### src/shared/hgp_params.svh
// Register map, field positions and reset values of the pin control unit
`ifndef HGP_PARAMS_SVH
`define HGP_PARAMS_SVH

`define HGP_OFS_PIN_STS 8'h0e
`define HGP_OFS_INPUT_EN 8'h0f
`define HGP_OFS_PIN0_CTL 8'h10

`define HGP_RST_PIN_STS 8'h00
`define HGP_RST_INPUT_EN 8'hff
`define HGP_RST_PIN0_CTL 8'h00
`define HGP_RD_IDLE 8'h00

`define HGP_CTL_EN_BIT 0
`define HGP_CTL_VAL_BIT 1
`define HGP_CTL_SRC_LSB 2
`define HGP_CTL_SRC_MSB 4
`define HGP_CTL_SEL_LSB 5
`define HGP_CTL_SEL_MSB 7

`endif

### src/shared/hgp_pkg.sv
// Types shared by the pin control unit and its output selector
`default_nettype none
package hgp_pkg;

  typedef enum logic [2:0] {
    hgp_src_rx0 = 3'h0,
    hgp_src_rx1 = 3'h1,
    hgp_src_rx2 = 3'h2,
    hgp_src_rx3 = 3'h3,
    hgp_src_dev = 3'h4,
    hgp_src_rsvd = 3'h5,
    hgp_src_tx0 = 3'h6,
    hgp_src_tx1 = 3'h7
  } hgp_src_e;

  typedef enum logic [2:0] {
    hgp_rx_gpio0 = 3'h0,
    hgp_rx_gpio1 = 3'h1,
    hgp_rx_gpio2 = 3'h2,
    hgp_rx_gpio3 = 3'h3,
    hgp_rx_lock = 3'h4,
    hgp_rx_pass = 3'h5,
    hgp_rx_fv = 3'h6,
    hgp_rx_lv = 3'h7
  } hgp_rx_sel_e;

  typedef enum logic [2:0] {
    hgp_dev_value = 3'h0,
    hgp_dev_lock_or = 3'h1,
    hgp_dev_lock_and = 3'h2,
    hgp_dev_pass_and = 3'h3,
    hgp_dev_pass_or = 3'h4
  } hgp_dev_sel_e;

  typedef enum logic [2:0] {
    hgp_tx_pass_and = 3'h0,
    hgp_tx_pass_or = 3'h1,
    hgp_tx_fv = 3'h2,
    hgp_tx_lv = 3'h3,
    hgp_tx_synced = 3'h4,
    hgp_tx_irq = 3'h5
  } hgp_tx_sel_e;

  typedef struct packed {
    logic [3:0] remote_gpio;
    logic lock;
    logic pass;
    logic frame_valid;
    logic line_valid;
  } hgp_rx_port_s;

  typedef struct packed {
    logic [3:0] rx_map;
    logic frame_valid;
    logic line_valid;
    logic synced;
    logic irq;
  } hgp_tx_port_s;

  typedef struct packed {
    logic [7:0] addr;
    logic [7:0] wdata;
    logic wr;
    logic rd;
  } hgp_reg_req_s;

endpackage

`default_nettype wire

### src/hgp_out_mux.sv
// Source and selector multiplexer for the level offered to pin 0
`timescale 1ns/100ps
`default_nettype none
`include "hgp_params.svh"

module hgp_out_mux (
  input wire logic [7:0] pin_ctl,
  input wire hgp_pkg::hgp_rx_port_s [3:0] rx_status,
  input wire logic [3:0] rx_port_en,
  input wire hgp_pkg::hgp_tx_port_s [1:0] tx_status,
  output logic level
);

  // An empty mask gives low, so no port enabled never reads as all passing
  function automatic logic and_masked(input logic [3:0] mask, input logic [3:0] v);
    and_masked = (|mask) & (&(v | ~mask));
  endfunction

  function automatic logic or_masked(input logic [3:0] mask, input logic [3:0] v);
    or_masked = |(v & mask);
  endfunction

  hgp_pkg::hgp_src_e src;
  logic [2:0] sel;
  logic [3:0] lock_v;
  logic [3:0] pass_v;
  hgp_pkg::hgp_rx_port_s rx;
  hgp_pkg::hgp_tx_port_s tx;

  genvar gi;
  generate
    for (gi = 0; gi < 4; gi++) begin : g_vec
      assign lock_v[gi] = rx_status[gi].lock;
      assign pass_v[gi] = rx_status[gi].pass;
    end
  endgenerate

  assign src = hgp_pkg::hgp_src_e'(pin_ctl[`HGP_CTL_SRC_MSB:`HGP_CTL_SRC_LSB]);
  assign sel = pin_ctl[`HGP_CTL_SEL_MSB:`HGP_CTL_SEL_LSB];
  assign rx = rx_status[src[1:0]];
  assign tx = tx_status[src[0]];

  always_comb begin
    level = 1'b0;
    case (src)
      hgp_pkg::hgp_src_rx0, hgp_pkg::hgp_src_rx1,
      hgp_pkg::hgp_src_rx2, hgp_pkg::hgp_src_rx3: begin
        case (hgp_pkg::hgp_rx_sel_e'(sel))
          hgp_pkg::hgp_rx_gpio0: level = rx.remote_gpio[0];
          hgp_pkg::hgp_rx_gpio1: level = rx.remote_gpio[1];
          hgp_pkg::hgp_rx_gpio2: level = rx.remote_gpio[2];
          hgp_pkg::hgp_rx_gpio3: level = rx.remote_gpio[3];
          hgp_pkg::hgp_rx_lock: level = rx.lock;
          hgp_pkg::hgp_rx_pass: level = rx.pass;
          hgp_pkg::hgp_rx_fv: level = rx.frame_valid;
          hgp_pkg::hgp_rx_lv: level = rx.line_valid;
          default: level = 1'b0;
        endcase
      end
      hgp_pkg::hgp_src_dev: begin
        case (hgp_pkg::hgp_dev_sel_e'(sel))
          hgp_pkg::hgp_dev_value: level = pin_ctl[`HGP_CTL_VAL_BIT];
          hgp_pkg::hgp_dev_lock_or: level = or_masked(rx_port_en, lock_v);
          hgp_pkg::hgp_dev_lock_and: level = and_masked(rx_port_en, lock_v);
          hgp_pkg::hgp_dev_pass_and: level = and_masked(rx_port_en, pass_v);
          hgp_pkg::hgp_dev_pass_or: level = or_masked(rx_port_en, pass_v);
          default: level = 1'b0;
        endcase
      end
      hgp_pkg::hgp_src_tx0, hgp_pkg::hgp_src_tx1: begin
        case (hgp_pkg::hgp_tx_sel_e'(sel))
          hgp_pkg::hgp_tx_pass_and: level = and_masked(tx.rx_map, pass_v);
          hgp_pkg::hgp_tx_pass_or: level = or_masked(tx.rx_map, pass_v);
          hgp_pkg::hgp_tx_fv: level = tx.frame_valid;
          hgp_pkg::hgp_tx_lv: level = tx.line_valid;
          hgp_pkg::hgp_tx_synced: level = tx.synced;
          hgp_pkg::hgp_tx_irq: level = tx.irq;
          default: level = 1'b0;
        endcase
      end
      default: level = 1'b0;
    endcase
  end

endmodule

`default_nettype wire

### src/hgp_top.sv
// General-purpose pin unit: level status, input gating and pin 0 output control
//
// Contract
// - Read-only 8-bit status field returns the level of each pin gated by its input enable; disabled pins read 0.
// - Status bit n holds the level of pin n.
// - One read-write input enable per pin, 1 enables, all reset to 1.
// - Pin 0 control bit 0 enables driving; whole register resets to zero.
// - Control bit 1 is the level driven when register value is selected.
// - Bits 4:2 pick source: receive ports, device status, reserved, transmit ports.
// - Bits 7:5 pick the signal of the chosen source.
// - Receive source: selector 000 gives remote pin 0, 011 remote pin 3.
// - Receive source: 100 lock, 101 pass, 110 frame valid, 111 line valid.
// - Device status offers OR and AND of lock and OR and AND of pass over enabled ports.
// - Transmit source: 000 AND of mapped pass, 001 OR, 010 frame valid.
// - Transmit source: 011 line valid, 100 synchronized, 101 port interrupt.
// - Device status selector 000 drives the register-held output value.
`timescale 1ns/100ps
`default_nettype none
`include "hgp_params.svh"

module hgp_top (
  input wire logic clk,
  input wire logic srst,
  input wire hgp_pkg::hgp_reg_req_s reg_req,
  output logic [7:0] rd_data,
  input wire logic [7:0] gpio_in,
  input wire hgp_pkg::hgp_rx_port_s [3:0] rx_status,
  input wire logic [3:0] rx_port_en,
  input wire hgp_pkg::hgp_tx_port_s [1:0] tx_status,
  output logic pin0_out,
  output logic pin0_oe_n
);

  logic [7:0] pin_level_snapshot;
  logic [7:0] pin_input_enables;
  logic [7:0] pin0_output_control;
  logic [7:0] next_snapshot;
  logic [7:0] next_input_enables;
  logic [7:0] next_output_control;
  logic [7:0] next_rd_data;
  logic next_pin0_out;
  logic next_pin0_oe_n;
  logic mux_level;
  logic pin0_drive_enable;

  function automatic logic [7:0] read_value(input logic [7:0] addr, input logic [7:0] sts,
                                            input logic [7:0] inen, input logic [7:0] ctl);
    case (addr)
      `HGP_OFS_PIN_STS: read_value = sts;
      `HGP_OFS_INPUT_EN: read_value = inen;
      `HGP_OFS_PIN0_CTL: read_value = ctl;
      default: read_value = `HGP_RD_IDLE;
    endcase
  endfunction

  assign pin0_drive_enable = pin0_output_control[`HGP_CTL_EN_BIT];

  hgp_out_mux u_out_mux (
    .pin_ctl(pin0_output_control),
    .rx_status(rx_status),
    .rx_port_en(rx_port_en),
    .tx_status(tx_status),
    .level(mux_level)
  );

  always_comb begin
    // A disabled input reads as low rather than the floating pad level
    next_snapshot = gpio_in & pin_input_enables;
    next_input_enables = pin_input_enables;
    next_output_control = pin0_output_control;
    if (reg_req.wr) begin
      case (reg_req.addr)
        `HGP_OFS_INPUT_EN: next_input_enables = reg_req.wdata;
        `HGP_OFS_PIN0_CTL: next_output_control = reg_req.wdata;
        default: next_input_enables = pin_input_enables;
      endcase
    end
    next_rd_data = `HGP_RD_IDLE;
    if (reg_req.rd) begin
      next_rd_data = read_value(reg_req.addr, pin_level_snapshot, pin_input_enables,
                                pin0_output_control);
    end
    // Released pin is also held low so no stale level leaks when re-enabled
    next_pin0_out = pin0_drive_enable & mux_level;
    next_pin0_oe_n = ~pin0_drive_enable;
  end

  always_ff @(posedge clk) begin
    if (srst) begin
      pin_level_snapshot <= `HGP_RST_PIN_STS;
      pin_input_enables <= `HGP_RST_INPUT_EN;
      pin0_output_control <= `HGP_RST_PIN0_CTL;
      rd_data <= `HGP_RD_IDLE;
      pin0_out <= 1'b0;
      pin0_oe_n <= 1'b1;
    end else begin
      pin_level_snapshot <= next_snapshot;
      pin_input_enables <= next_input_enables;
      pin0_output_control <= next_output_control;
      rd_data <= next_rd_data;
      pin0_out <= next_pin0_out;
      pin0_oe_n <= next_pin0_oe_n;
    end
  end

  // Checks
  logic [2:0] chk_src;
  logic [2:0] chk_sel;
  logic chk_rx_gpio;
  logic chk_rx_lock;
  logic chk_dev_lock_or;
  logic chk_tx_fv;

  assign chk_src = pin0_output_control[`HGP_CTL_SRC_MSB:`HGP_CTL_SRC_LSB];
  assign chk_sel = pin0_output_control[`HGP_CTL_SEL_MSB:`HGP_CTL_SEL_LSB];
  assign chk_rx_gpio = rx_status[chk_src[1:0]].remote_gpio[chk_sel[1:0]];
  assign chk_rx_lock = rx_status[chk_src[1:0]].lock;
  assign chk_dev_lock_or = |({rx_status[3].lock, rx_status[2].lock, rx_status[1].lock,
                              rx_status[0].lock} & rx_port_en);
  assign chk_tx_fv = tx_status[chk_src[0]].frame_valid;

  // Second, independent view of the selected port and source class for the mux checks
  logic [3:0] chk_lock_v;
  logic [3:0] chk_pass_v;
  hgp_pkg::hgp_rx_port_s chk_rx;
  hgp_pkg::hgp_tx_port_s chk_tx;
  logic chk_rx_src;
  logic chk_dev_src;
  logic chk_tx_src;

  genvar cj;
  generate
    for (cj = 0; cj < 4; cj++) begin : g_chk
      assign chk_lock_v[cj] = rx_status[cj].lock;
      assign chk_pass_v[cj] = rx_status[cj].pass;
    end
  endgenerate

  assign chk_rx = rx_status[chk_src[1:0]];
  assign chk_tx = tx_status[chk_src[0]];
  assign chk_rx_src = pin0_drive_enable && !chk_src[2];
  assign chk_dev_src = pin0_drive_enable && chk_src == 3'h4;
  assign chk_tx_src = pin0_drive_enable && chk_src[2:1] == 2'h3;
endmodule

`default_nettype wire
### config.mk
export PLATFORM = sky130hd
export DESIGN_NAME = hgp_top
export DESIGN_NICKNAME = d
export VERILOG_FILES = /design/src/shared/hgp_pkg.sv /design/src/hgp_out_mux.sv /design/src/hgp_top.sv
export VERILOG_INCLUDE_DIRS = /design/src /design/src/shared
export SDC_FILE = /design/constraint.sdc
export NUM_CORES = 1
export LEC_CHECK = 0
export ABC_AREA = 1
export BUFFER_PORTS_ARGS = -buffer_cell sky130_fd_sc_hd__buf_2
export CAP_MARGIN = 20
export CELL_PAD_IN_SITES_DETAIL_PLACEMENT = 0
export CELL_PAD_IN_SITES_GLOBAL_PLACEMENT = 1
export CORE_ASPECT_RATIO = 1.4
export CORE_UTILIZATION = 32
export CTS_BUF_LIST = sky130_fd_sc_hd__clkbuf_8
export CTS_CLUSTER_DIAMETER = 50
export CTS_CLUSTER_SIZE = 24
export DETAILED_ROUTE_END_ITERATION = 8
export PLACE_DENSITY = 0.82
export RECOVER_POWER = 100
export SLEW_MARGIN = 5
export SYNTH_ARGS = -nofsm -noshare
export SYNTH_HDL_FRONTEND = slang
export SYNTH_SLANG_ARGS = --single-unit
### constraint.sdc
create_clock -name clk -period 1.6 [get_ports clk]
set_input_delay 0.32 -clock clk [delete_from_list [all_inputs] [get_ports clk]]
set_output_delay 0.32 -clock clk [all_outputs]
set_load 0.02 [all_outputs]
After elaboration in Yosys (flattened, before gate mapping) --
Index checks and enable logic that the tools add are counted.
Word-level totals: register bits after elaboration 34, output and inout port bits 10, logic and storage cells 63
Operators by class: magnitude comparators 2, equality and inequality tests 16, muxes and demuxes 9, bitwise operators 15, reductions and logical operators 15
Operators with widths (count):
- 2-to-1 mux 8 bit | 3
- case mux 8 bit (3 select lines) | 1
- OR reduction 4 bit | 6
- equality test 3 bit, second input constant | 7
- binary-select mux 8 bit (select 2 bit) | 1
- equality test 8 x 4 -> 1 bit, second input constant | 2
- bitwise AND 4 bit | 3
- equality test 3 x 2 -> 1 bit, second input constant | 4
- OR 4 bit | 3
- AND reduction 4 bit | 3
- bitwise AND 8 bit | 1
- equality test 8 x 5 -> 1 bit, second input constant | 1
- inverter 4 bit | 2
- case mux 1 bit (8 select lines) | 1
- equality test 3 x 1 -> 1 bit, second input constant | 2
- zero test 3 bit | 2
- case mux 1 bit (6 select lines) | 1
- case mux 1 bit (5 select lines) | 1
- bitwise AND 1 bit | 4
- AND reduction 2 bit | 2
- OR reduction 2 bit | 2
- < comparator 2 x 3 -> 1 bit, second input constant | 1
- case mux 1 bit (3 select lines) | 1
- < comparator 1 x 2 -> 1 bit, second input constant | 1
- inverter 1 bit | 2

Logic depth before layout (Yosys ltp) --
depth after elaboration 9, mapped depth 12, mapped depth without buffers 12

Modules after synthesis --
A second synthesis with hierarchy kept.
Second synthesis, totals: cell total of the unflattened synthesis 424, area, all modules 2444.8 sq um
Modules (own cells, without submodules):
- hgp_top | instances 1, cells each 216, area each 1555.2 sq um, seq. area each 680.7 sq um
- hgp_out_mux | instances 1, cells each 208, area each 889.6 sq um, seq. area each 0.0 sq um

Worst setup path before layout --
OpenSTA, ideal clock, no wires.
path kind input port to flip-flop, from input reg_req[15] (netlist name), to register pin_input_enables[0], setup time 0.133 ns, arrival 1.249 ns, required time 1.467 ns, path slack 0.218 ns, cell stages on the path 8, path buffers 0, cells stage by stage nor3_2 > nand2_2 > nor3_4 > inv_4 > nor2_8 > inv_4 > nand2_1 > nand3_1
Between the ends: cells in the longest elaborated chain, start to end 2
Ends and longest elaborated chain:
- start, declared | line hgp_top.sv:24 | input wire hgp_pkg::hgp_reg_req_s reg_req,
- equality test 8 x 4 -> 1 bit | line hgp_top.sv:72 | case (reg_req.addr)
- AND reduction 2 bit (no line)
- end signal, assigned | line hgp_top.sv:91 | pin_input_enables <= `HGP_RST_INPUT_EN;
- end signal, assigned | line hgp_top.sv:98 | pin_input_enables <= next_input_enables;
- end, declared | line hgp_top.sv:35 | logic [7:0] pin_input_enables;
No other way between the ends. A chain may end at the register's enable or synchronous reset.

Worst setup path in the final report --
from register pin0_output_control[2], to register pin0_out
Between the ends: cells in the longest elaborated chain, start to end 9
Ends and longest elaborated chain:
- start, declared | line hgp_top.sv:36 | logic [7:0] pin0_output_control;
- start signal, assigned | line hgp_top.sv:92 | pin0_output_control <= `HGP_RST_PIN0_CTL;
- start signal, assigned | line hgp_top.sv:99 | pin0_output_control <= next_output_control;
- 2-to-1 mux 8 bit (implied by the code) (2 in series) | line hgp_out_mux.sv:41 | assign tx = tx_status[src[0]];
- inverter 4 bit | line hgp_out_mux.sv:16 | and_masked = (|mask) & (&(v | ~mask));
- OR 4 bit | line hgp_out_mux.sv:16
- AND reduction 4 bit | line hgp_out_mux.sv:16
- bitwise AND 1 bit | line hgp_out_mux.sv:16
- case mux 1 bit (6 select lines) | line hgp_out_mux.sv:71 | case (hgp_pkg::hgp_tx_sel_e'(sel))
- case mux 1 bit (3 select lines) * | line hgp_out_mux.sv:45 | case (src)
- bitwise AND 1 bit * | line hgp_top.sv:84 | next_pin0_out = pin0_drive_enable & mux_level;
- end signal, assigned | line hgp_top.sv:101 | pin0_out <= next_pin0_out;
- end, declared | line hgp_top.sv:30 | output logic pin0_out,
Every way passes the cells marked *; elsewhere a longest branch is shown, timed or not. The select of a mux whose other input is x is not followed.

==> parameters.txt <==
Parameter                              Value

Worst setup path
  Cell with the largest stage delay on the worst path ... sky130_fd_sc_hd__dfxtp_2
  CP delay by family, top ... compound AO/OA/AOI/OAI gates
  Required time at the endpoint of the critical path ... 1780 ps
  Startpoint class of the critical path ... flip-flop
  WP buf/inv ... 2
  CP arrival ... ~1700 ps
  CP endpoint kind ... flip-flop
  Ordered list of cells on the worst path ... buf_6 > o21ai_0 > a21oi_1 > nand3_1 > nand3_1 > nand2_1 > inv_1 > nor2_1 > nor2_1
  Slowest cell delay on critical path ... between 300 and 400 ps
  Critical path peak fanout ... 14
  Crit Path Category ... reg -> reg

Floorplan
  Die boundary height ... about 100 um
  Boundary Pins ... 90
  Standard-cell row count ... 35
  Full die area ... 7160 sq um
  Core Footprint ... 6570 sq um
  Die Wd ... between 70 and 80 um
  Initial Utilization ... between 30% and 40%

Global route
  Overall overflow remaining after global route ... 0
  Maximum number of pins on one net before global-route repair ... 20
  Initial antenna violation count ... 0
  Global-route wire length before repair ... just over 10000 um
  Via count of the first global-routing pass ... roughly 2300
  Overall global routing resource usage ... 18.2%

Placed design
  DP Cell Count ... 537
  Last weighted congestion value of the routability-driven placer ... 0.768
  I/O Buffers ... 89
  Estimated wirelength of the detail-placed design ... between 5000 and 6000 um

Clock network
  Clock slew at reported path FFs ... roughly 60 ps
  H-tree depth ... 2
  Clock buffers created by TritonCTS ... 5
  Worst-Skew Late Latency ... 280 ps
  Clock tree root driver cell ... sky130_fd_sc_hd__clkbuf_8
  Number of hold-repair buffers added at the cts stage ... 0
  Sink count of the clock tree ... 34
  CTS tree ... built
  Longest Clk Path Bufs ... 2

Route
  Wire length per cell ... 11.6 um
  First-pass DRT Iterations ... 4
  Via density per instance ... roughly 4.7
  Initial drt markers ... about 130
  Total wire length after detailed routing ... around 6300 um
  Total vias in the final route ... about 2600
  Residual DRC count ... 0
  Final ANT Viol Nets ... 0

Outcome
  Run status ... completed

Final layout
  Fill cells ... ~760
  Antenna cells ... 0
  Layout Utilization ... approximately 42%
  Final Net Count ... 550
  Area grow syn2layout ... 27.8%
  Share of post-route cells with drive strength above 1 ... between 20% and 30%
  Leading cell type in the layout, fill and taps excluded ... sky130_fd_sc_hd__nand2_1
  Commonest cells after routing, fill and taps aside ... sky130_fd_sc_hd__nand2_1 (155), sky130_fd_sc_hd__buf_2 (78), sky130_fd_sc_hd__inv_1 (48)
  Final non-filler cell total ... roughly 540

Power and ir drop
  PD cells ... about 610 nW/um^2
  Leak Pwr ... 1.57 nW
  Worst ir drop on vdd ... 0.000699 V

Synthesis
  Average size of a mapped cell ... 5.83 sq um
  Count of warnings emitted by yosys ... 0
  Yosys reg bits ... 34
  Cell accounting for the most synthesized area ... sky130_fd_sc_hd__dfxtp_1
  Post-synthesis cell area ... about 2200 sq um
  Net count after synthesis ... 454
  Area share of the largest cell type after synthesis ... between 30% and 40%
  Leading cell types by total area after synthesis ... sky130_fd_sc_hd__dfxtp_1 (31%), sky130_fd_sc_hd__nand2_1 (26%), sky130_fd_sc_hd__inv_1 (8.3%), sky130_fd_sc_hd__nand3_1 (6.2%), sky130_fd_sc_hd__nor2_1 (5.7%)
  Sequential area share after synthesis ... about 31%
  Count of mapped cells out of synthesis ... roughly 370
  Distinct cell type count of the synthesized netlist ... 29

Job
  Reported max-cap violation count ... 0

STA
  Minimum clock period ... 1470 ps
  Worst Tran Pin Value ... 425 ps
  Final clock period utilization by the worst path ... a little over 90%
  Post-Route Skew ... ~3.9 ps
  Sum of negative setup slack ... 0 ps
  Fin. Hold Viols ... 0
  Peak Freq ... between 600 and 700 MHz
  Count of final max-slew check failures ... 0
  Worst slew margin ... a little under three quarters
  Unrepaired setup endpoints after global routing ... false
  Number of endpoints failing setup at the final stage ... 0

Worst hold path
  Hold crit path type ... in -> reg
-- state kept, by name, summed over array words and instances (netlist names) --
name	flops
pin0_oe_n	1
pin_input_enables	8
pin0_output_control	8
pin_level_snapshot	8
rd_data	8
pin0_out	1
-- layout make-up --
cell class              instances  area (sq um)  area share [%]
flip-flops and latches         34           682            24.5
well taps                      74          92.6            3.32
inverters                      56           215            7.72
multi-input cells             275          1210            43.4
clock buffers                   6          82.6            2.96
repair buffers                 98           507            18.2
-- what timing repair did --
item / CTS / global route
gates resized for setup: 0 / 6
endpoints found under the setup margin: 0 / 1
setup buffers: 0 / 0
-- final timing paths --
check | endpoint | cells past startpoint | slack [ps] | from
max | pin0_out | 9 | 130 | pin0_output_control[2]
min | pin_level_snapshot[0] | 3 | 260 | gpio_in[0]
max reg2reg | pin0_out | 9 | 130 | pin0_output_control[2]
min reg2reg | pin_level_snapshot[1] | 2 | 440 | pin_input_enables[1]
-- where the power goes --
part | internal (mW) | switching [mW]
Sequential | 0.859 | 0.00364
Combinational | 0.116 | 0.126
Clock | 0.331 | 0.276
-- Yosys cell counts --
cell                       count
sky130_fd_sc_hd__nand2_1     154
sky130_fd_sc_hd__inv_1        48
sky130_fd_sc_hd__dfxtp_1      34
sky130_fd_sc_hd__nor2_1       33
sky130_fd_sc_hd__nand3_1      27
sky130_fd_sc_hd__o21ai_0      14
sky130_fd_sc_hd__a21oi_1      12
sky130_fd_sc_hd__o211ai_1      9
sky130_fd_sc_hd__buf_2         5
sky130_fd_sc_hd__inv_2         5
sky130_fd_sc_hd__nor3_1        4
sky130_fd_sc_hd__o21ai_1       4
sky130_fd_sc_hd__clkbuf_1      3
sky130_fd_sc_hd__nand4_1       3
sky130_fd_sc_hd__inv_4         2
sky130_fd_sc_hd__nand2_2       2
sky130_fd_sc_hd__nor3_4        2
sky130_fd_sc_hd__or2_1         2
sky130_fd_sc_hd__a211oi_1      1
sky130_fd_sc_hd__a21oi_2       1
sky130_fd_sc_hd__and2_1        1
sky130_fd_sc_hd__buf_6         1
sky130_fd_sc_hd__clkinv_1      1
sky130_fd_sc_hd__nand3_2       1
sky130_fd_sc_hd__nor2_2        1
sky130_fd_sc_hd__nor2_8        1
sky130_fd_sc_hd__nor3_2        1
sky130_fd_sc_hd__nor4_1        1
sky130_fd_sc_hd__nor4_2        1
-- logic make-up (layout without fill, tap and decap cells) --
| kind of cell | count (synthesis) | in the layout | share of synthesized area, % |
|---|---|---|---|
| AND/OR/NAND/NOR | 234 | 234 | 46.0 |
| buffers and inverters | 65 | 160 | 12.0 |
| flip-flops | 34 | 34 | 31.2 |
| AO/OA/AOI/OAI | 41 | 41 | 10.7 |
-- per-layer routing --
layer | vias to the layer above | part of all wire (%) | track usage, %
li1 | 1355 | - | -
met1 | 1119 | 40 | 19.5
met2 | 70 | 53 | 34.8
met3 | 11 | 4.1 | 2.94
met4 | 0 | 2.5 | 6.94
met5 | - | 0 | 0
-- metrics by stage --
stage | hold slack (ps) | area, sq um | worst slack (ps) | power [mW]
floorplan | 410 | 2180 | 218 | 0.990
CTS | 251 | 2820 | 96.9 | 1.73
detailed placement | 434 | 2740 | 78.6 | 1.13
global route | 247 | 2790 | 4.29 | 1.80
global placement | 434 | 2740 | 103 | 1.13
finish | 256 | 2790 | 130 | 1.71
-- worst register-to-register path, stage by stage (launching register included) --
cell,delay [ps]
sky130_fd_sc_hd__dfxtp_2,350
sky130_fd_sc_hd__buf_6,150
sky130_fd_sc_hd__o21ai_0,340
sky130_fd_sc_hd__a21oi_1,120
sky130_fd_sc_hd__nand3_1,100
sky130_fd_sc_hd__nand3_1,90
sky130_fd_sc_hd__nand2_1,70
sky130_fd_sc_hd__inv_1,30
sky130_fd_sc_hd__nor2_1,80
sky130_fd_sc_hd__nor2_1,40
Note: power is estimated with default switching activity, not from simulation.
